File: src/core/irq_ctl_pkg.sv
// constants, types and helpers for the vectored interrupt flag control
// assumes one system clock; register file addresses are six bits wide
package irq_ctl_pkg;

	localparam int unsigned N_SRC = 5;

	typedef logic [5:0]  rf_addr_type;
	typedef logic [3:0]  nibble_type;
	typedef logic [15:0] vector_type;
	typedef logic [4:0]  src_vec_type;
	typedef logic [1:0]  edge_mode_type;

	// register file addresses
	localparam rf_addr_type ADDR_PIN_LEVEL = 6'h0f;
	localparam rf_addr_type ADDR_EDGE_SEL  = 6'h1f;
	localparam rf_addr_type ADDR_ENABLE_A  = 6'h2f;
	localparam rf_addr_type ADDR_ENABLE_B  = 6'h2e;
	localparam rf_addr_type ADDR_T0_REQ    = 6'h3e;
	localparam rf_addr_type ADDR_EXT_REQ   = 6'h3f;

	// source positions in every five-bit source vector, highest priority first
	localparam int unsigned SRC_EXT    = 0;
	localparam int unsigned SRC_T0     = 1;
	localparam int unsigned SRC_T1     = 2;
	localparam int unsigned SRC_TICK   = 3;
	localparam int unsigned SRC_SERIAL = 4;

	// branch targets per source
	localparam vector_type VEC_EXT    = 16'h0005;
	localparam vector_type VEC_T0     = 16'h0004;
	localparam vector_type VEC_T1     = 16'h0003;
	localparam vector_type VEC_TICK   = 16'h0002;
	localparam vector_type VEC_SERIAL = 16'h0001;
	localparam vector_type VEC_NONE   = 16'h0000;

	// edge select encodings; bit 1 set means both edges
	localparam edge_mode_type EDGE_RISE = 2'h0;
	localparam edge_mode_type EDGE_FALL = 2'h1;

	// values after reset
	localparam edge_mode_type EDGE_SEL_RESET = 2'h0;
	localparam src_vec_type   FLAG_RESET     = 5'h00;
	localparam src_vec_type   ENABLE_RESET   = 5'h00;
	localparam nibble_type    NIBBLE_ZERO    = 4'h0;
	localparam vector_type    VECTOR_RESET   = 16'h0000;

	// one register file access per cycle
	typedef struct packed {
		logic        rd;
		logic        wr;
		rf_addr_type addr;
		nibble_type  wdata;
	} rf_req_type;

	// one-cycle set pulses from the internal peripherals
	typedef struct packed {
		logic serial_done;
		logic tick_overflow;
		logic timer1_match;
		logic timer0_match;
	} src_events_type;

	function automatic logic rf_hit(input rf_addr_type a, input rf_addr_type b);
		return a == b;
	endfunction

endpackage

File: src/core/ext_edge_detect.sv
// edge detector for the external request pin with selectable edge
// assumes the pin is already synchronous to i_clock
`timescale 1ns/1ps
module ext_edge_detect
	import irq_ctl_pkg::*;
(
	input  wire logic                       i_clock,
	input  wire logic                       i_nrst,
	input  wire logic                       i_clk_en,
	input  wire logic                       i_pin,
	input  wire irq_ctl_pkg::edge_mode_type i_mode,
	output logic                            o_hit
);
	import irq_ctl_pkg::*;

	logic prev_q;
	logic valid_q;
	wire  rise_w = valid_q & i_pin & ~prev_q;
	wire  fall_w = valid_q & ~i_pin & prev_q;

	// first enabled cycle only loads, so a high pin at release is no edge
	always_ff @(posedge i_clock or negedge i_nrst) begin
		if (!i_nrst) begin
			prev_q  <= 1'b0;
			valid_q <= 1'b0;
		end else if (i_clk_en) begin
			prev_q  <= i_pin;
			valid_q <= 1'b1;
		end
	end

	// edge choice, both codes with bit 1 set mean either edge
	assign o_hit = i_mode[1] ? (rise_w | fall_w) :
	               (i_mode == EDGE_FALL) ? fall_w : rise_w;
endmodule

File: src/core/irq_priority.sv
// fixed priority pick among pending enabled sources
// purely combinational; the caller registers the result
`timescale 1ns/1ps
module irq_priority
	import irq_ctl_pkg::*;
(
	input  wire irq_ctl_pkg::src_vec_type i_pending,
	output irq_ctl_pkg::src_vec_type      o_grant,
	output irq_ctl_pkg::vector_type       o_vector
);
	import irq_ctl_pkg::*;

	// lowest index wins; only one grant bit is ever set
	always_comb begin
		o_grant = '0;
		if (i_pending[SRC_EXT])
			o_grant[SRC_EXT] = 1'b1;
		else if (i_pending[SRC_T0])
			o_grant[SRC_T0] = 1'b1;
		else if (i_pending[SRC_T1])
			o_grant[SRC_T1] = 1'b1;
		else if (i_pending[SRC_TICK])
			o_grant[SRC_TICK] = 1'b1;
		else if (i_pending[SRC_SERIAL])
			o_grant[SRC_SERIAL] = 1'b1;
	end

	always_comb begin
		case (o_grant)
			5'h01:   o_vector = VEC_EXT;
			5'h02:   o_vector = VEC_T0;
			5'h04:   o_vector = VEC_T1;
			5'h08:   o_vector = VEC_TICK;
			5'h10:   o_vector = VEC_SERIAL;
			default: o_vector = VEC_NONE;
		endcase
	end
endmodule

File: src/core/vectored_irq_flag_control.sv
// interrupt flag control: accept gate, request and enable flags, edge select
// assumes the core pulses the unmask and mask ops and samples o_accept/o_vector
//
// Summary of operation
// - unmask op sets the accept gate
// - any acceptance clears the accept gate
// - accept gate has no register file address
// - mask op clears the accept gate
// - reset clears the accept gate
// - selected pin edge sets external request flag
// - timer 0 match sets its flag
// - timer 1 match sets its flag
// - tick timer overflow sets its flag
// - serial end signal sets its flag
// - pin status read shows live pin level
// - external flag holds until accepted or cleared
// - writes to pin status address ignored
// - edge select field, rising, falling, both
// - external flag readable at its address
// - write 0 cancels, write 1 forces external
// - timer 0 flag readable, writable, forced
// - timer 0 clear control clears its flag
// - acceptance clears that source's flag
// - per-source enable flag gates acceptance
// - fixed priority, vectors 0005H down to 0001H
`timescale 1ns/1ps
module vectored_irq_flag_control
	import irq_ctl_pkg::*;
(
	input  wire logic                        i_clock,
	input  wire logic                        i_nrst,
	input  wire logic                        i_clk_en,
	input  wire logic                        i_ext_pin,
	input  wire irq_ctl_pkg::src_events_type i_events,
	input  wire logic                        i_timer0_clear,
	input  wire logic                        i_global_unmask_op,
	input  wire logic                        i_global_mask_op,
	input  wire logic                        i_accept_allowed,
	input  wire irq_ctl_pkg::rf_req_type     i_rf,
	output irq_ctl_pkg::nibble_type          o_rf_rdata,
	output logic                             o_accept,
	output irq_ctl_pkg::vector_type          o_vector
);
	import irq_ctl_pkg::*;

	logic          gate_q;
	logic          gate_d;
	src_vec_type   flag_q;
	src_vec_type   flag_d;
	src_vec_type   enable_q;
	src_vec_type   enable_d;
	edge_mode_type edge_sel_q;
	edge_mode_type edge_sel_d;
	nibble_type    rdata_d;

	wire           edge_hit_w;
	src_vec_type   grant_w;
	vector_type    vector_w;

	// edge detection for the external pin, mode from the edge select field
	ext_edge_detect u_edge (
		.i_clock (i_clock),
		.i_nrst  (i_nrst),
		.i_clk_en(i_clk_en),
		.i_pin   (i_ext_pin),
		.i_mode  (edge_sel_q),
		.o_hit   (edge_hit_w)
	);

	// register file decode; 0FH has no write strobe at all
	wire wr_edge_w  = i_rf.wr & rf_hit(i_rf.addr, ADDR_EDGE_SEL);
	wire wr_en_a_w  = i_rf.wr & rf_hit(i_rf.addr, ADDR_ENABLE_A);
	wire wr_en_b_w  = i_rf.wr & rf_hit(i_rf.addr, ADDR_ENABLE_B);
	wire wr_t0_w    = i_rf.wr & rf_hit(i_rf.addr, ADDR_T0_REQ);
	wire wr_ext_w   = i_rf.wr & rf_hit(i_rf.addr, ADDR_EXT_REQ);
	wire rd_pin_w   = i_rf.rd & rf_hit(i_rf.addr, ADDR_PIN_LEVEL);  // read only
	wire rd_edge_w  = i_rf.rd & rf_hit(i_rf.addr, ADDR_EDGE_SEL);
	wire rd_en_a_w  = i_rf.rd & rf_hit(i_rf.addr, ADDR_ENABLE_A);
	wire rd_en_b_w  = i_rf.rd & rf_hit(i_rf.addr, ADDR_ENABLE_B);
	wire rd_t0_w    = i_rf.rd & rf_hit(i_rf.addr, ADDR_T0_REQ);
	wire rd_ext_w   = i_rf.rd & rf_hit(i_rf.addr, ADDR_EXT_REQ);

	// set sources per flag; write 1 acts as a forced request
	wire src_vec_type set_w = {
		i_events.serial_done,
		i_events.tick_overflow,
		i_events.timer1_match,
		i_events.timer0_match | (wr_t0_w & i_rf.wdata[0]),
		edge_hit_w | (wr_ext_w & i_rf.wdata[0])
	};

	// clear sources per flag: service, cancel write, timer 0 clear control
	wire accept_w = gate_q & i_accept_allowed & ~i_global_mask_op & (|grant_w);
	wire src_vec_type service_w = accept_w ? grant_w : 5'h00;
	wire src_vec_type clr_w = service_w | {
		3'h0,
		(wr_t0_w & ~i_rf.wdata[0]) | i_timer0_clear,
		wr_ext_w & ~i_rf.wdata[0]
	};

	// pending only when flag and per-source enable are both 1
	wire src_vec_type pending_w = flag_q & enable_q;

	irq_priority u_prio (
		.i_pending(pending_w),
		.o_grant  (grant_w),
		.o_vector (vector_w)
	);

	// set beats clear so a request in the clearing cycle is kept
	assign flag_d = set_w | (flag_q & ~clr_w);

	// gate: acceptance and mask beat unmask, the safe way to resolve a clash
	assign gate_d = (accept_w | i_global_mask_op) ? 1'b0 :
	                i_global_unmask_op ? 1'b1 : gate_q;

	assign enable_d = {
		wr_en_b_w ? i_rf.wdata[0] : enable_q[SRC_SERIAL],
		wr_en_a_w ? i_rf.wdata : enable_q[3:0]
	};
	assign edge_sel_d = wr_edge_w ? i_rf.wdata[1:0] : edge_sel_q;

	// read mux; the gate has no address, unmapped reads give zero
	assign rdata_d = rd_pin_w  ? {3'h0, i_ext_pin} :
	                 rd_edge_w ? {2'h0, edge_sel_q} :
	                 rd_en_a_w ? enable_q[3:0] :
	                 rd_en_b_w ? {3'h0, enable_q[SRC_SERIAL]} :
	                 rd_t0_w   ? {3'h0, flag_q[SRC_T0]} :
	                 rd_ext_w  ? {3'h0, flag_q[SRC_EXT]} :
	                 NIBBLE_ZERO;

	// control state
	always_ff @(posedge i_clock or negedge i_nrst) begin
		if (!i_nrst) begin
			gate_q     <= 1'b0;
			flag_q     <= FLAG_RESET;
			enable_q   <= ENABLE_RESET;
			edge_sel_q <= EDGE_SEL_RESET;
		end else if (i_clk_en) begin
			gate_q     <= gate_d;
			flag_q     <= flag_d;
			enable_q   <= enable_d;
			edge_sel_q <= edge_sel_d;
		end
	end

	// registered outputs; o_accept is a one-cycle pulse with its vector
	always_ff @(posedge i_clock or negedge i_nrst) begin
		if (!i_nrst) begin
			o_rf_rdata <= NIBBLE_ZERO;
			o_accept   <= 1'b0;
			o_vector   <= VECTOR_RESET;
		end else if (i_clk_en) begin
			o_rf_rdata <= rdata_d;
			o_accept   <= accept_w;
			o_vector   <= accept_w ? vector_w : o_vector;
		end
	end

	// checks
	a_unmask_sets_gate: assert property (@(posedge i_clock) disable iff (!i_nrst)
		i_clk_en && i_global_unmask_op && !i_global_mask_op && !accept_w |=> gate_q)
		else $error("unmask op did not set gate");

	a_accept_clears_gate: assert property (@(posedge i_clock) disable iff (!i_nrst)
		i_clk_en && accept_w |=> !gate_q && o_accept)
		else $error("acceptance left gate set");

	a_mask_clears_gate: assert property (@(posedge i_clock) disable iff (!i_nrst)
		i_clk_en && i_global_mask_op |=> !gate_q)
		else $error("mask op did not clear gate");

	a_accept_needs_gate: assert property (@(posedge i_clock) disable iff (!i_nrst)
		$rose(o_accept) |-> $past(gate_q) && ($past(pending_w) != 5'h00))
		else $error("accepted without gate or pending source");

	a_timer0_match_sets: assert property (@(posedge i_clock) disable iff (!i_nrst)
		i_clk_en && i_events.timer0_match |=> flag_q[SRC_T0])
		else $error("timer 0 match lost");

	a_pin_edge_sets: assert property (@(posedge i_clock) disable iff (!i_nrst)
		i_clk_en && edge_hit_w |=> flag_q[SRC_EXT])
		else $error("pin edge did not set external flag");

	a_ext_flag_holds: assert property (@(posedge i_clock) disable iff (!i_nrst)
		i_clk_en && flag_q[SRC_EXT] && !service_w[SRC_EXT] && !wr_ext_w |=> flag_q[SRC_EXT])
		else $error("external flag dropped without cause");

	a_t0_clear_ctl: assert property (@(posedge i_clock) disable iff (!i_nrst)
		i_clk_en && i_timer0_clear && !set_w[SRC_T0] |=> !flag_q[SRC_T0])
		else $error("timer 0 clear control ignored");

	a_pin_read_live: assert property (@(posedge i_clock) disable iff (!i_nrst)
		i_clk_en && rd_pin_w |=> o_rf_rdata == {3'h0, $past(i_ext_pin)})
		else $error("pin status read wrong");

	a_ext_top_priority: assert property (@(posedge i_clock) disable iff (!i_nrst)
		i_clk_en && accept_w && pending_w[SRC_EXT] |=> o_vector == VEC_EXT ##1 1'b1)
		else $error("external source not served first");

	a_service_clears: assert property (@(posedge i_clock) disable iff (!i_nrst)
		i_clk_en && service_w[SRC_TICK] && !i_events.tick_overflow |=> !flag_q[SRC_TICK])
		else $error("serviced tick flag not cleared");

	// acceptance blocked without gate, with mask, or with nothing enabled
	a_gate_low_blocks: assert property (@(posedge i_clock) disable iff (!i_nrst)
		i_clk_en && !gate_q |=> !o_accept)
		else $error("accepted while gate was clear");

	a_mask_blocks: assert property (@(posedge i_clock) disable iff (!i_nrst)
		i_clk_en && i_global_mask_op |=> !o_accept)
		else $error("accepted in a mask op cycle");

	a_enable_blocks: assert property (@(posedge i_clock) disable iff (!i_nrst)
		i_clk_en && ((flag_q & enable_q) == 5'h00) |=> !o_accept)
		else $error("accepted with no enabled request");

	a_accept_one_cycle: assert property (@(posedge i_clock) disable iff (!i_nrst)
		i_clk_en && o_accept |=> !o_accept)
		else $error("acceptance pulse longer than one cycle");

	// vector follows the highest pending enabled source
	a_one_grant: assert property (@(posedge i_clock) disable iff (!i_nrst)
		$onehot0(grant_w))
		else $error("more than one source granted");

	a_t0_priority: assert property (@(posedge i_clock) disable iff (!i_nrst)
		i_clk_en && accept_w && (pending_w[1:0] == 2'h2) |=> o_vector == VEC_T0)
		else $error("timer 0 vector wrong");

	a_t1_priority: assert property (@(posedge i_clock) disable iff (!i_nrst)
		i_clk_en && accept_w && (pending_w[2:0] == 3'h4) |=> o_vector == VEC_T1)
		else $error("timer 1 vector wrong");

	a_tick_priority: assert property (@(posedge i_clock) disable iff (!i_nrst)
		i_clk_en && accept_w && (pending_w[3:0] == 4'h8) |=> o_vector == VEC_TICK)
		else $error("tick timer vector wrong");

	a_serial_priority: assert property (@(posedge i_clock) disable iff (!i_nrst)
		i_clk_en && accept_w && (pending_w == 5'h10) |=> o_vector == VEC_SERIAL)
		else $error("serial vector wrong");

	// peripheral events always land in their flags
	a_t1_match_sets: assert property (@(posedge i_clock) disable iff (!i_nrst)
		i_clk_en && i_events.timer1_match |=> flag_q[SRC_T1])
		else $error("timer 1 match lost");

	a_tick_sets: assert property (@(posedge i_clock) disable iff (!i_nrst)
		i_clk_en && i_events.tick_overflow |=> flag_q[SRC_TICK])
		else $error("tick overflow lost");

	a_serial_sets: assert property (@(posedge i_clock) disable iff (!i_nrst)
		i_clk_en && i_events.serial_done |=> flag_q[SRC_SERIAL])
		else $error("serial end lost");

	// register file writes and reads
	a_ext_force: assert property (@(posedge i_clock) disable iff (!i_nrst)
		i_clk_en && wr_ext_w && i_rf.wdata[0] |=> flag_q[SRC_EXT])
		else $error("forced external request lost");

	a_ext_cancel: assert property (@(posedge i_clock) disable iff (!i_nrst)
		i_clk_en && wr_ext_w && !i_rf.wdata[0] && !edge_hit_w |=> !flag_q[SRC_EXT])
		else $error("external cancel ignored");

	a_t0_force: assert property (@(posedge i_clock) disable iff (!i_nrst)
		i_clk_en && wr_t0_w && i_rf.wdata[0] |=> flag_q[SRC_T0])
		else $error("forced timer 0 request lost");

	a_t0_cancel: assert property (@(posedge i_clock) disable iff (!i_nrst)
		i_clk_en && wr_t0_w && !i_rf.wdata[0] && !i_events.timer0_match |=> !flag_q[SRC_T0])
		else $error("timer 0 cancel ignored");

	a_edge_sel_write: assert property (@(posedge i_clock) disable iff (!i_nrst)
		i_clk_en && wr_edge_w |=> edge_sel_q == $past(i_rf.wdata[1:0]))
		else $error("edge select write lost");

	a_ext_read: assert property (@(posedge i_clock) disable iff (!i_nrst)
		i_clk_en && rd_ext_w |=> o_rf_rdata == {3'h0, $past(flag_q[SRC_EXT])})
		else $error("external flag read wrong");

	a_t0_read: assert property (@(posedge i_clock) disable iff (!i_nrst)
		i_clk_en && rd_t0_w |=> o_rf_rdata == {3'h0, $past(flag_q[SRC_T0])})
		else $error("timer 0 flag read wrong");

	a_pin_write_ignored: assert property (@(posedge i_clock) disable iff (!i_nrst)
		i_clk_en && i_rf.wr && rf_hit(i_rf.addr, ADDR_PIN_LEVEL) |=> $stable(enable_q) && $stable(edge_sel_q))
		else $error("write to pin status changed state");

	a_unmapped_zero: assert property (@(posedge i_clock) disable iff (!i_nrst)
		i_clk_en && i_rf.rd && !rd_pin_w && !rd_edge_w && !rd_en_a_w && !rd_en_b_w && !rd_t0_w && !rd_ext_w
		|=> o_rf_rdata == NIBBLE_ZERO)
		else $error("unmapped read not zero");

	// service clears the flag of the source taken
	a_service_ext: assert property (@(posedge i_clock) disable iff (!i_nrst)
		i_clk_en && service_w[SRC_EXT] && !set_w[SRC_EXT] |=> !flag_q[SRC_EXT])
		else $error("serviced external flag not cleared");

	a_service_t0: assert property (@(posedge i_clock) disable iff (!i_nrst)
		i_clk_en && service_w[SRC_T0] && !set_w[SRC_T0] |=> !flag_q[SRC_T0])
		else $error("serviced timer 0 flag not cleared");

	// enable low must freeze gate, flags, read data and vector
	a_freeze_holds: assert property (@(posedge i_clock) disable iff (!i_nrst) // clock enable freeze
		!i_clk_en |=> $stable(gate_q) && $stable(flag_q) && $stable(o_rf_rdata) && $stable(o_vector))
		else $error("state moved while clock enable low");

	c_accept_ext: cover property (@(posedge i_clock) disable iff (!i_nrst)
		o_accept && o_vector == VEC_EXT);
	c_accept_serial: cover property (@(posedge i_clock) disable iff (!i_nrst)
		o_accept && o_vector == VEC_SERIAL);
	c_forced_ext: cover property (@(posedge i_clock) disable iff (!i_nrst)
		i_clk_en && wr_ext_w && i_rf.wdata[0]);
	c_both_edges: cover property (@(posedge i_clock) disable iff (!i_nrst)
		i_clk_en && edge_sel_q[1] && edge_hit_w && !i_ext_pin);
	c_accept_t0: cover property (@(posedge i_clock) disable iff (!i_nrst)
		o_accept && o_vector == VEC_T0);
endmodule

File: config.mk
export PLATFORM = sky130hd
export DESIGN_NAME = vectored_irq_flag_control
export DESIGN_NICKNAME = d
export VERILOG_FILES = /design/src/core/irq_ctl_pkg.sv /design/src/core/ext_edge_detect.sv /design/src/core/irq_priority.sv /design/src/core/vectored_irq_flag_control.sv
export SDC_FILE = /design/constraint.sdc
export NUM_CORES = 1
export LEC_CHECK = 0
export BUFFER_PORTS_ARGS = -buffer_cell sky130_fd_sc_hd__buf_2
export CORE_MARGIN = 10
export CORE_UTILIZATION = 48
export DETAILED_ROUTE_END_ITERATION = 12
export PLACE_DENSITY = 0.84
export SYNTH_ARGS = -nofsm -noshare
export SYNTH_HDL_FRONTEND = slang
export SYNTH_SLANG_ARGS = --single-unit
File: constraint.sdc
create_clock -name i_clock -period 1.95 [get_ports i_clock]
set_input_delay 0 -clock i_clock [delete_from_list [all_inputs] [get_ports i_clock]]
set_output_delay 0 -clock i_clock [all_outputs]
set_load 0.1 [all_outputs]
After elaboration in Yosys (flattened, before gate mapping) --
Cells that the tools add are included.
Word-level totals: input port bits 24, register bits 36, word-level logic and storage cells 86, output and inout bits 21
Cells by class: mux-type cells 21, eq/ne operators 12, bitwise operators 36, reduce and logical (&&, ||, !) cells 7
Operators by type and width (number):
- equality test 6 bit, second input constant | 4
- bitwise AND 1 bit | 22
- two-way mux 4 bit | 4
- case mux 3 bit (5 select lines) | 1
- two-way mux 1 bit | 13
- bitwise AND 5 bit | 2
- AND reduction 2 bit | 5
- equality test 6 x 4 -> 1 bit, second input constant | 1
- equality test 6 x 5 -> 1 bit, second input constant | 1
- equality test 5 x 1 -> 1 bit, second input constant | 1
- equality test 5 x 2 -> 1 bit, second input constant | 1
- equality test 5 x 3 -> 1 bit, second input constant | 1
- equality test 5 x 4 -> 1 bit, second input constant | 1
- equality test 5 bit, second input constant | 1
- two-way mux 5 bit | 1
- inverter 5 bit | 1
- bitwise OR 1 bit | 5
- bitwise OR 5 x 2 -> 5 bit | 1
- bitwise OR 5 bit | 1
- OR reduction 5 bit | 1
- inverter 1 bit | 4
- two-way mux 3 bit | 1
- equality test 2 x 1 -> 1 bit, second input constant | 1
- two-way mux 2 bit | 1
- nonzero test 2 bit | 1

Logic depth before layout (Yosys ltp) --
Gate-level depths: netlist (run 1).
word-level depth 13, mapped depth 5, depth with buffers taken out 4

Hierarchy --
Synthesis (run 1) repeated with hierarchy kept, for this count alone.
Unflattened totals: cells, all modules 163, area total of the unflattened synthesis 1874.3 sq um
Modules (own cells, without submodules):
- vectored_irq_flag_control | instances 1, cells each 127, area each 1587.8 sq um
- irq_priority | instances 1, cells each 27, area each 187.7 sq um
- ext_edge_detect | instances 1, cells each 9, area each 98.8 sq um

Worst setup path after synthesis (run 1) --
Ideal clock, no wire load.
path kind flip-flop to flip-flop, start point reg o_rf_rdata[0] (netlist name), end point reg o_rf_rdata[0], period minus slack after synthesis 1.399 ns, setup slack 0.551 ns, data arrival time 1.317 ns, buffers on the path 0, cell stages (with the launch flop) 4, required time 1.868 ns, cells stage by stage dfrtp_1 nor2_1 a31o_2 a31oi_1
RTL lines:
- end signal: assignment | line vectored_irq_flag_control.sv:154 | o_rf_rdata <= rdata_d;
- end: declaration | line vectored_irq_flag_control.sv:40 | output irq_ctl_pkg::nibble_type o_rf_rdata,

Worst setup path in the final report (run 1) --
start point reg enable_q[3], end point reg gate_q
On the way: longest elaborated chain between the ends 10, elaborated cells on any way between the ends 12, those cells by class 6 x mux; 3 x bitwise; 3 x reduce/logical
RTL lines:
- start: declaration | line vectored_irq_flag_control.sv:50 | src_vec_type enable_q;
- start signal: assignment | line vectored_irq_flag_control.sv:142 | enable_q <= enable_d;
- bitwise AND 5 bit * | line vectored_irq_flag_control.sv:102 | wire src_vec_type pending_w = flag_q & enable_q;
- two-way mux 1 bit | line irq_priority.sv:22 | else if (i_pending[SRC_TICK])
- two-way mux 2 bit * | line irq_priority.sv:20 | else if (i_pending[SRC_T1])
- two-way mux 3 bit * | line irq_priority.sv:18 | else if (i_pending[SRC_T0])
- two-way mux 4 bit * | line irq_priority.sv:16 | if (i_pending[SRC_EXT])
- OR reduction 5 bit * | line vectored_irq_flag_control.sv:93 | wire accept_w = gate_q & i_accept_allowed & ~i_global_mask_op & (|grant_w);
- bitwise AND 1 bit * | line vectored_irq_flag_control.sv:93
- bitwise OR 1 bit * | line vectored_irq_flag_control.sv:114 | assign gate_d = (accept_w | i_global_mask_op) ? 1'b0 :
- nonzero test 2 bit (no line)
- AND reduction 2 bit (no line)
- end signal: assignment | line vectored_irq_flag_control.sv:140 | gate_q <= gate_d;
- end: declaration | line vectored_irq_flag_control.sv:46 | logic gate_q;
Mark *: on every way between the ends. The rest lies on a longest branch, timed or not. A chain may end at the register's enable or synchronous reset.

==> results of run 1 <==
## kinds of logic after synthesis
logic type | count (synthesis) | share of synthesized area, %
other cells | 1 | 0.287
buf+inv | 19 | 9.68
compound gates | 31 | 19.0
mux | 9 | 7.67
xor+xnor | 1 | 0.671
flops | 23 | 44.1
simple gates | 40 | 18.6
## synth_stat cells (all sizes together) (2+ instances only)
cell type | number | area (um^2)
a22o | 4 | 35.0
nor3b | 2 | 31.3
nor2b | 3 | 18.8
o2bb2ai | 2 | 17.5
buf | 16 | 115
a31o | 2 | 17.5
a21oi | 3 | 15.0
a211oi | 2 | 15.0
dfrtp | 23 | 576
a31oi | 2 | 27.5
nand3 | 7 | 35.0
o21ai | 6 | 30.0
a22oi | 2 | 15.0
nand4 | 3 | 33.8
inv | 2 | 7.51
and3 | 2 | 17.5
nand2 | 11 | 41.3
nor2 | 7 | 26.3
mux2 | 8 | 90.1
## final timing paths
kind	from	cells past startpoint	end	slack [ps]
max in group asynchronous	i_nrst	2	o_vector[2]	1440
min in group asynchronous	i_nrst	2	u_edge.valid_q	160
max	enable_q[3]	4	gate_q	90
max reg2reg	enable_q[3]	4	gate_q	90
min	i_events[0]	3	flag_q[1]	20
min reg2reg	o_vector[1]	2	o_vector[1]	500
## report_power, final
| part | switching, mW | internal, mW |
|---|---|---|
| sequential | 0.0389 | 0.524 |
| clock | 0.145 | 0.0800 |
| combinational | 0.411 | 0.106 |
| total | 0.595 | 0.710 |
## routing by layer
metal | global-route usage [%] | up-vias | wire (um)
met3 | 5.58 | 2 | 362
met5 | 0 | - | 0
met4 | 7.10 | 0 | 29
li1 | - | 515 | -
met2 | 18.6 | 49 | 1460
met1 | 13.4 | 517 | 1220
## layout make-up
type | count | area (um^2) | share of cell area, %
clock buffers | 4 | 26.3 | 1.67
inverters | 2 | 7.51 | 0.477
multi-input cells | 94 | 653 | 41.5
flip-flops and latches | 23 | 576 | 36.5
well taps | 30 | 37.5 | 2.38
repair buffers | 43 | 275 | 17.5
## placed cells by master (no fill, tap or decap), types with 2 or more instances in the layout
master / count
a211oi_1: 2
a21oi_1: 3
a22o_1: 4
a31o_2: 2
buf_2: 31
clkbuf_4: 3
conb_1: 13
dfrtp_1: 23
dlygate4sd3_1: 12
inv_1: 2
mux2_2: 8
nand2_1: 11
nand3_1: 7
nand4_1: 2
nor2_1: 7
nor2b_1: 3
o21ai_0: 6
o2bb2ai_1: 2
## registers in the layout, summed over array words and instances, names as in the netlist
name            cells
edge_sel_q          2
gate_q              1
u_edge.valid_q      1
u_edge.prev_q       1
o_vector            3
o_rf_rdata          4
flag_q              5
o_accept            1
enable_q            5
## what timing repair did
action | in CTS | in global routing
hold buffers | 12 | 0
gates resized for setup | 0 | 1
endpoints found under the hold margin | 36 | 0
endpoints found under the setup margin | 0 | 1
## worst max-delay path, delay by kind of cell (launching register included)
family                 cells  cell delay (ps)
AOI/OAI and AO/OA          3              800
buffers and inverters      1              570
DFF                        1              450
==> summary.txt, run 1 <==
RSZ-0062 raised after global routing = no
final global-route overflow total = 0
LEAKAGE = 0.728 nW
fin crit period = 1860 ps
initial antenna violation count = 0
post-route antenna net violation count = 0
CTS max path bufs = 2
Pre-antenna DRT Iters = 4
vias in the first global route = 1163
Fillers = 224
Setup crit start kind = register
TNS Setup = 0 ps
Max Cap Viol = 0
crit path cell chain = a22oi_1 > a31oi_4 > a211oi_1 > dlygate4sd3_1
Layout Nets = 191
fin util = 61.9%
vias after detailed routing = 1083
Post-Syn Area = 0.00131 mm^2
Syn. warnings = 0
synthesis-stage register bit count = 23
Post-synth EDFFs = 0
Avg Cell Area, Syn = 10.5 um^2
Worst Path Required = 2220 ps
WP data arrival = 2130 ps
hold_ws = 17.2 ps
Worst-Margin Slew = 508 ps
VDD IR-drop max = 1.05 mV
initial DRC count = 34
Max Freq = 538 MHz
unique cell type count in the Yosys netlist = 41
Tightest Hold Check Type = input pin to register
Setup WS post-layout = 89.9 ps
fin crit share = 95.4%
Die Width = 72.1 um
input/output buffers = 31
Rel. slew slack = 66.2%
core area = 0.00254 mm^2
status = completed
mean number of vias per cell = 5.53
htree depth = 1
clk sinks = 23
DP Cell Count = 180
Worst Setup End Kind = register
Fin. Hold Viols = 0
die height = 72.1 um
Ports = 45
largest net degree at the start of global routing = 24
kind of critical path = register to register
layout cells sized above 1 = 31.9%
area grow syn2layout = 20.7%
placed inst area = 0.00142 mm^2
WL/cell = 15.6 um
Pwr Total = 1.30 mW
Post-Layout Cell Count = 196
routed wire length = 3070 um
Worst-Skew Late Latency = 310 ps
Max FO, Critical Path = 8
Post-Synthesis Cells = 124
Antenna Cells = 0
Residual DRC = 0
async set-or-reset flop fraction in the synthesized netlist = 100%
Cell Rows = 18
dpl hpwl = 2320 um
sequential fraction of the synthesis area = 44.1%
post-route cell area = 0.00158 mm^2
setup bufs post-CTS = 0
slowest CP cell = dlygate4sd3_1
Placer Congestion = 0.774
Place WS = 497 ps
Worst-path clk slew = 130 ps
CTS Buf Count = 3
clk_skew = 7.58 ps
Clock Tree Root = clkbuf_4
prevailing post-synth register cell = dfrtp_1
Pwr per Cell Area = 828 mW/mm^2
CTS tree = yes
first-pass GRT wire length = 5130 um
final setup fails = 0
all-layer global routing usage = 12.1%
Max stage delay on crit path = 570 ps
Slew Limit Fails = 0
die area = 0.00520 mm^2
Initial Util = 51.3%
Note: power is estimated with default switching activity, not from simulation.
==> run 2, diff against run 1 <==
--- a/config.mk
+++ b/config.mk
@@ -7,9 +7,9 @@
 export LEC_CHECK = 0
 export BUFFER_PORTS_ARGS = -buffer_cell sky130_fd_sc_hd__buf_2
 export CORE_MARGIN = 10
-export CORE_UTILIZATION = 48
+export CORE_UTILIZATION = 40
 export DETAILED_ROUTE_END_ITERATION = 12
-export PLACE_DENSITY = 0.84
+export PLACE_DENSITY = 0.73
 export SYNTH_ARGS = -nofsm -noshare
 export SYNTH_HDL_FRONTEND = slang
 export SYNTH_SLANG_ARGS = --single-unit
==> run 2 against run 1 <==
Against the previous run: global-route usage fell by 0.77 points; non-clock buffer count rose by 1; register-to-register slack better by 360 ps; clock-buffer cell count shrank 1; routed wire length is 1.9% higher; sequential power is essentially flat; total power decreased by 0.27%; core utilization decreased by 9.9 points; maximum frequency increased by 24%; critical path depth is the same; via count fell by 2.6%; largest power group unchanged.
==> summary.txt, run 2 (synthesized netlist as in run 1, its figures left out) <==
vias after detailed routing = 1055
clk_skew = 2.33 ps
Pwr per Cell Area = 814 mW/mm^2
Clock Tree Root = clkbuf_4
initial DRC count = 54
Flop pwr share = 43.0%
post-route cell area = 0.00160 mm^2
vias in the first global route = 1154
Setup crit start kind = register
placed inst area = 0.00144 mm^2
htree depth = 1
Max stage delay on crit path = 470 ps
Antenna Cells = 0
layer with the highest usage = met2
final setup fails = 0
input/output buffers = 31
area of the multi-input gates = 648 um^2
Comb power frac = 39.6%
Die Width = 77.1 um
RSZ-0062 raised after global routing = no
die height = 77.1 um
Max FO, Critical Path = 8
area grow syn2layout = 22.5%
Worst-Skew Late Latency = 310 ps
largest net degree at the start of global routing = 24
WP data arrival = 1750 ps
grt met1 use = 14.0%
all-layer global routing usage = 11.3%
first-pass GRT wire length = 5600 um
Max Freq = 666 MHz
TNS Setup = 0 ps
Worst-path clk slew = 130 ps
Post-Layout Cell Count = 211
mean number of vias per cell = 5.00
post-CTS sizing = 0
post-route antenna net violation count = 0
fin util = 52.0%
final global-route overflow total = 0
Cell Rows = 20
Pre-antenna DRT Iters = 4
CTS Buf Count = 3
Worst-Margin Slew = 517 ps
core area = 0.00308 mm^2
Worst Setup End Kind = register
Fin. Hold Viols = 0
Residual DRC = 0
Worst Path Required = 2200 ps
grt met3 use = 3.85%
Rel. slew slack = 65.5%
most frequent cells in the layout = buf_2 (31), dfrtp_1 (23), conb_1 (13), dlygate4sd3_1 (13), nand2_1 (11)
commonest non-fill, non-tap cell in the layout = buf_2
CTS max path bufs = 2
status = completed
Slew Limit Fails = 0
Fillers = 271
Layout Nets = 192
Ports = 45
crit path cell chain = a22oi_1 > a31oi_4 > and2_1 > o221ai_2
LEAKAGE = 0.734 nW
initial antenna violation count = 0
Placer Congestion = 0.824
DP Cell Count = 194
routed wire length = 3120 um
VDD IR-drop max = 0.431 mV
kind of critical path = register to register
sw frac = 45.8%
dpl hpwl = 2410 um
WL/cell = 14.8 um
Initial Util = 42.4%
layout cells sized above 1 = 31.7%
Int Power = 0.705 mW
fin crit period = 1500 ps
Tightest Hold Check Type = input pin to register
Largest regs = enable_q (5), flag_q (5), o_rf_rdata (4)
Pwr Total = 1.30 mW
Max Cap Viol = 0
Psw = 0.597 mW
grt met2 use = 17.6%
CTS tree = yes
die area = 0.00595 mm^2
fin crit share = 77.0%
FF+latch area = 576 um^2
slowest CP cell = dfrtp_1
Clk network pwr share = 17.4%
clk sinks = 23
[run 2: cell count changes in the layout (fill, tap and decap cells not counted)]
| cell | before | now |
|---|---|---|
| a22oi_2 | 1 | 0 |
| a22oi_1 | 1 | 2 |
| clkinv_2 | 0 | 1 |
| clkbuf_1 | 1 | 0 |
| dlygate4sd3_1 | 12 | 13 |
[run 2: final timing paths]
| check | depth (start not counted) | slack (ps) | end | start |
|---|---|---|---|---|
| max in group asynchronous | 2 | 1440 | u_edge.valid_q | i_nrst |
| min | 3 | 40 | o_rf_rdata[0] | i_rf[9] |
| max reg2reg | 4 | 450 | flag_q[0] | enable_q[0] |
| min in group asynchronous | 2 | 160 | enable_q[2] | i_nrst |
| min reg2reg | 1 | 510 | u_edge.valid_q | u_edge.valid_q |
| max | 4 | 450 | flag_q[0] | enable_q[0] |
[run 2: timing repair]
action	CTS	global route
hold buffers	13	0
setup buffers	0	0
hold endpoints to repair	37	0
[run 2: layout make-up]
type | count | area share (%)
Multi-Input combinational cell | 94 | 40.5
Sequential cell | 23 | 36.0
Timing Repair Buffer | 44 | 17.8
Tap cell | 44 | 3.44
Clock buffer | 3 | 1.41
Inverter | 2 | 0.469
Clock inverter | 1 | 0.313
[run 2: power groups by stage]
stage	Combinational (mW)	Clock (mW)	Sequential (mW)
after floorplan	0.228	0	0.761
after global placement	0.493	0	0.569
after detailed placement	0.496	0	0.570
after CTS	0.517	0.234	0.561
after global routing	0.548	0.266	0.567
final	0.515	0.227	0.560
[run 2: critical path: cells and delay by family, from the launching register on]
kind,cells,cell delay [ps]
compound gates,3,750
flops,1,470
simple gates,1,220
[run 2: layer usage]
layer / vias up / wire (um) / part of all wire [%]
met2: 43 / 1480 / 47
met4: 0 / 35 / 1.1
li1: 515 / - / -
met1: 493 / 1380 / 44
met5: - / 0 / 0
met3: 4 / 234 / 7.5
[run 2: metrics by stage]
step           worst slack (ps)  hold WS, ps
4_1_cts                     454         23.9
3_5_place_dp                483         1.14
5_1_grt                     241         38.8
3_3_place_gp                574        -3.91
6_report                    448         40.6
2_1_floorplan               551         -296
==> run 3, diff against run 2 <==
==> constraint.sdc (replaced) <==
create_clock -name i_clock -period 1.4 [get_ports i_clock]
set_input_delay 0 -clock i_clock [delete_from_list [all_inputs] [get_ports i_clock]]
set_output_delay 0 -clock i_clock [all_outputs]
set_load 0.1 [all_outputs]
==> run 3 against run 2 <==
Against the previous run: clock-buffer cell count unchanged; clock skew up 1.4 ps; non-clock buffer count up 5; die area unchanged.
==> summary.txt, run 3 (synthesized netlist as in run 1, its figures left out) <==
vias after detailed routing = 1054
fin crit period = 1370 ps
largest net degree at the start of global routing = 24
Worst Path Required = 1620 ps
Worst Setup End Kind = register
Antenna Cells = 0
CP Launch Point = enable_q[0]
vias in the first global route = 1142
Max Freq = 732 MHz
TNS Setup = 0 ps
WL/cell = 15.4 um
Die Width = 77.1 um
Place WS = 3.26 ps
Comb power frac = 40.9%
Fillers = 282
Pwr per Cell Area = 1120 mW/mm^2
Slew Limit Fails = 0
post-route antenna net violation count = 0
RSZ-0062 raised after global routing = yes
htree depth = 1
crit path cell chain = a22oi_2 > a31oi_4 > nand3_1 > a32o_1
worst path bufs/invs = 0
Tightest Hold Check Type = input pin to register
area of the multi-input gates = 667 um^2
CTS tree = yes
die area = 0.00595 mm^2
Ports = 45
setup bufs post-CTS = 0
Largest regs = enable_q (5), flag_q (5), o_rf_rdata (4)
Hold Startpoint = i_ext_pin
Residual DRC = 0
VDD IR-drop max = 0.416 mV
dpl hpwl = 2570 um
Pre-antenna DRT Iters = 4
slowest CP cell = dfrtp_1
FF-to-FF setup slack = 30 ps
Cell Rows = 20
Clock Tree Root = clkbuf_4
final global-route overflow total = 0
Int Power = 1.00 mW
mean number of vias per cell = 4.88
clk_skew = 3.73 ps
Max stage delay on crit path = 450 ps
Worst R2R Path Depth = 4
layout cells sized above 1 = 36.0%
Fin. Hold Viols = 0
fin crit share = 97.6%
Rel. slew slack = 66.0%
Crit path max-delay family = compound AO/OA/AOI/OAI gates
clk sinks = 23
total number of cells along the worst setup path = 4
CP endpoint = flag_q[1]
input/output buffers = 31
Max Cap Viol = 0
Flop pwr share = 42.2%
most frequent cells in the layout = buf_2 (31), dfrtp_1 (23), conb_1 (13)
die height = 77.1 um
sw frac = 45.5%
CTS max path bufs = 2
Clk network pwr share = 16.9%
routed wire length = 3320 um
LEAKAGE = 0.768 nW
Worst-Skew Late Latency = 320 ps
initial antenna violation count = 0
Placer Congestion = 0.810
status = completed
Setup WS post-layout = 33.5 ps
first-pass GRT wire length = 5300 um
Worst-Margin Slew = 510 ps
Setup crit start kind = register
post-route cell area = 0.00165 mm^2
all-layer global routing usage = 10.5%
reg2reg start = enable_q[0]
kind of critical path = register to register
CTS Buf Count = 3
initial DRC count = 61
area grow syn2layout = 26.5%
core area = 0.00308 mm^2
final setup fails = 0
Worst-path clk slew = 130 ps
FF+latch area = 576 um^2
hold_ws = 1.73 ps
Layout Nets = 197
Max FO, Critical Path = 8
R2R Path End = flag_q[1]
commonest non-fill, non-tap cell in the layout = buf_2
WP data arrival = 1580 ps
Initial Util = 42.4%
placed inst area = 0.00149 mm^2
Psw = 0.839 mW
==> run 3: cell count changes in the layout (fill, tap and decap cells not counted), sizes merged <==
cell         delta
buf             +7
dlygate4sd3     -2
==> run 3: final cells by class <==
cell class	instances	area share [%]
multi-input combinational	94	40.4
sequential	23	34.9
timing repair buffer	49	19.3
tap	44	3.34
clock buffer	3	1.36
inverter	2	0.455
clock inverter	1	0.303
==> run 3: timing repair <==
action / 4_1_cts / 5_1_grt
hold buffers: 11 / 0
hold endpoints to repair: 35 / 0
pin swaps: 0 / 2
resized for setup: 1 / 2
gates cloned: 0 / 0
endpoints found under the setup margin: 1 / 2
==> run 3: power groups by stage <==
stage | Sequential, mW | Clock, mW | Combinational, mW
after floorplan | 1.06 | 0 | 0.317
after global routing | 0.789 | 0.347 | 0.791
final | 0.778 | 0.311 | 0.754
after CTS | 0.777 | 0.318 | 0.749
after global placement | 0.785 | 0 | 0.718
after detailed placement | 0.789 | 0 | 0.724
==> run 3: worst min-delay path by stage <==
stage                     to  slack [ps]  cells past startpoint
6_report       u_edge.prev_q           2                      2
4_1_cts        u_edge.prev_q           3                      2
5_1_grt        u_edge.prev_q          10                      2
2_1_floorplan  edge_sel_q[0]        -300                      0
3_5_place_dp   o_rf_rdata[2]          -2                      1
3_3_place_gp   o_rf_rdata[2]          -1                      1
==> run 3: layer usage <==
layer | wire length, um | part of all wire (%) | global-route usage (%)
met1 | 1440 | 43 | 12.3
met2 | 1590 | 48 | 17.3
met3 | 232 | 7.0 | 3.61
met4 | 56 | 1.7 | 3.65
met5 | 0 | 0 | 0
==> run 3: worst reg2reg max path, stage by stage, from the launching register on <==
cell and delay, ps:
dfrtp_1 450, a22oi_2 130, a31oi_4 280, nand3_1 120, a32o_1 280
==> run 3: stage by stage <==
stage / power [mW] / utilization [%] / std cells
2_1_floorplan: 1.38 / - / 136
3_3_place_gp: 1.50 / 48.5 / 201
3_5_place_dp: 1.51 / 48.5 / 201
4_1_cts: 1.84 / 53.2 / 216
5_1_grt: 1.93 / 53.6 / 216
6_report: 1.84 / 53.6 / 216
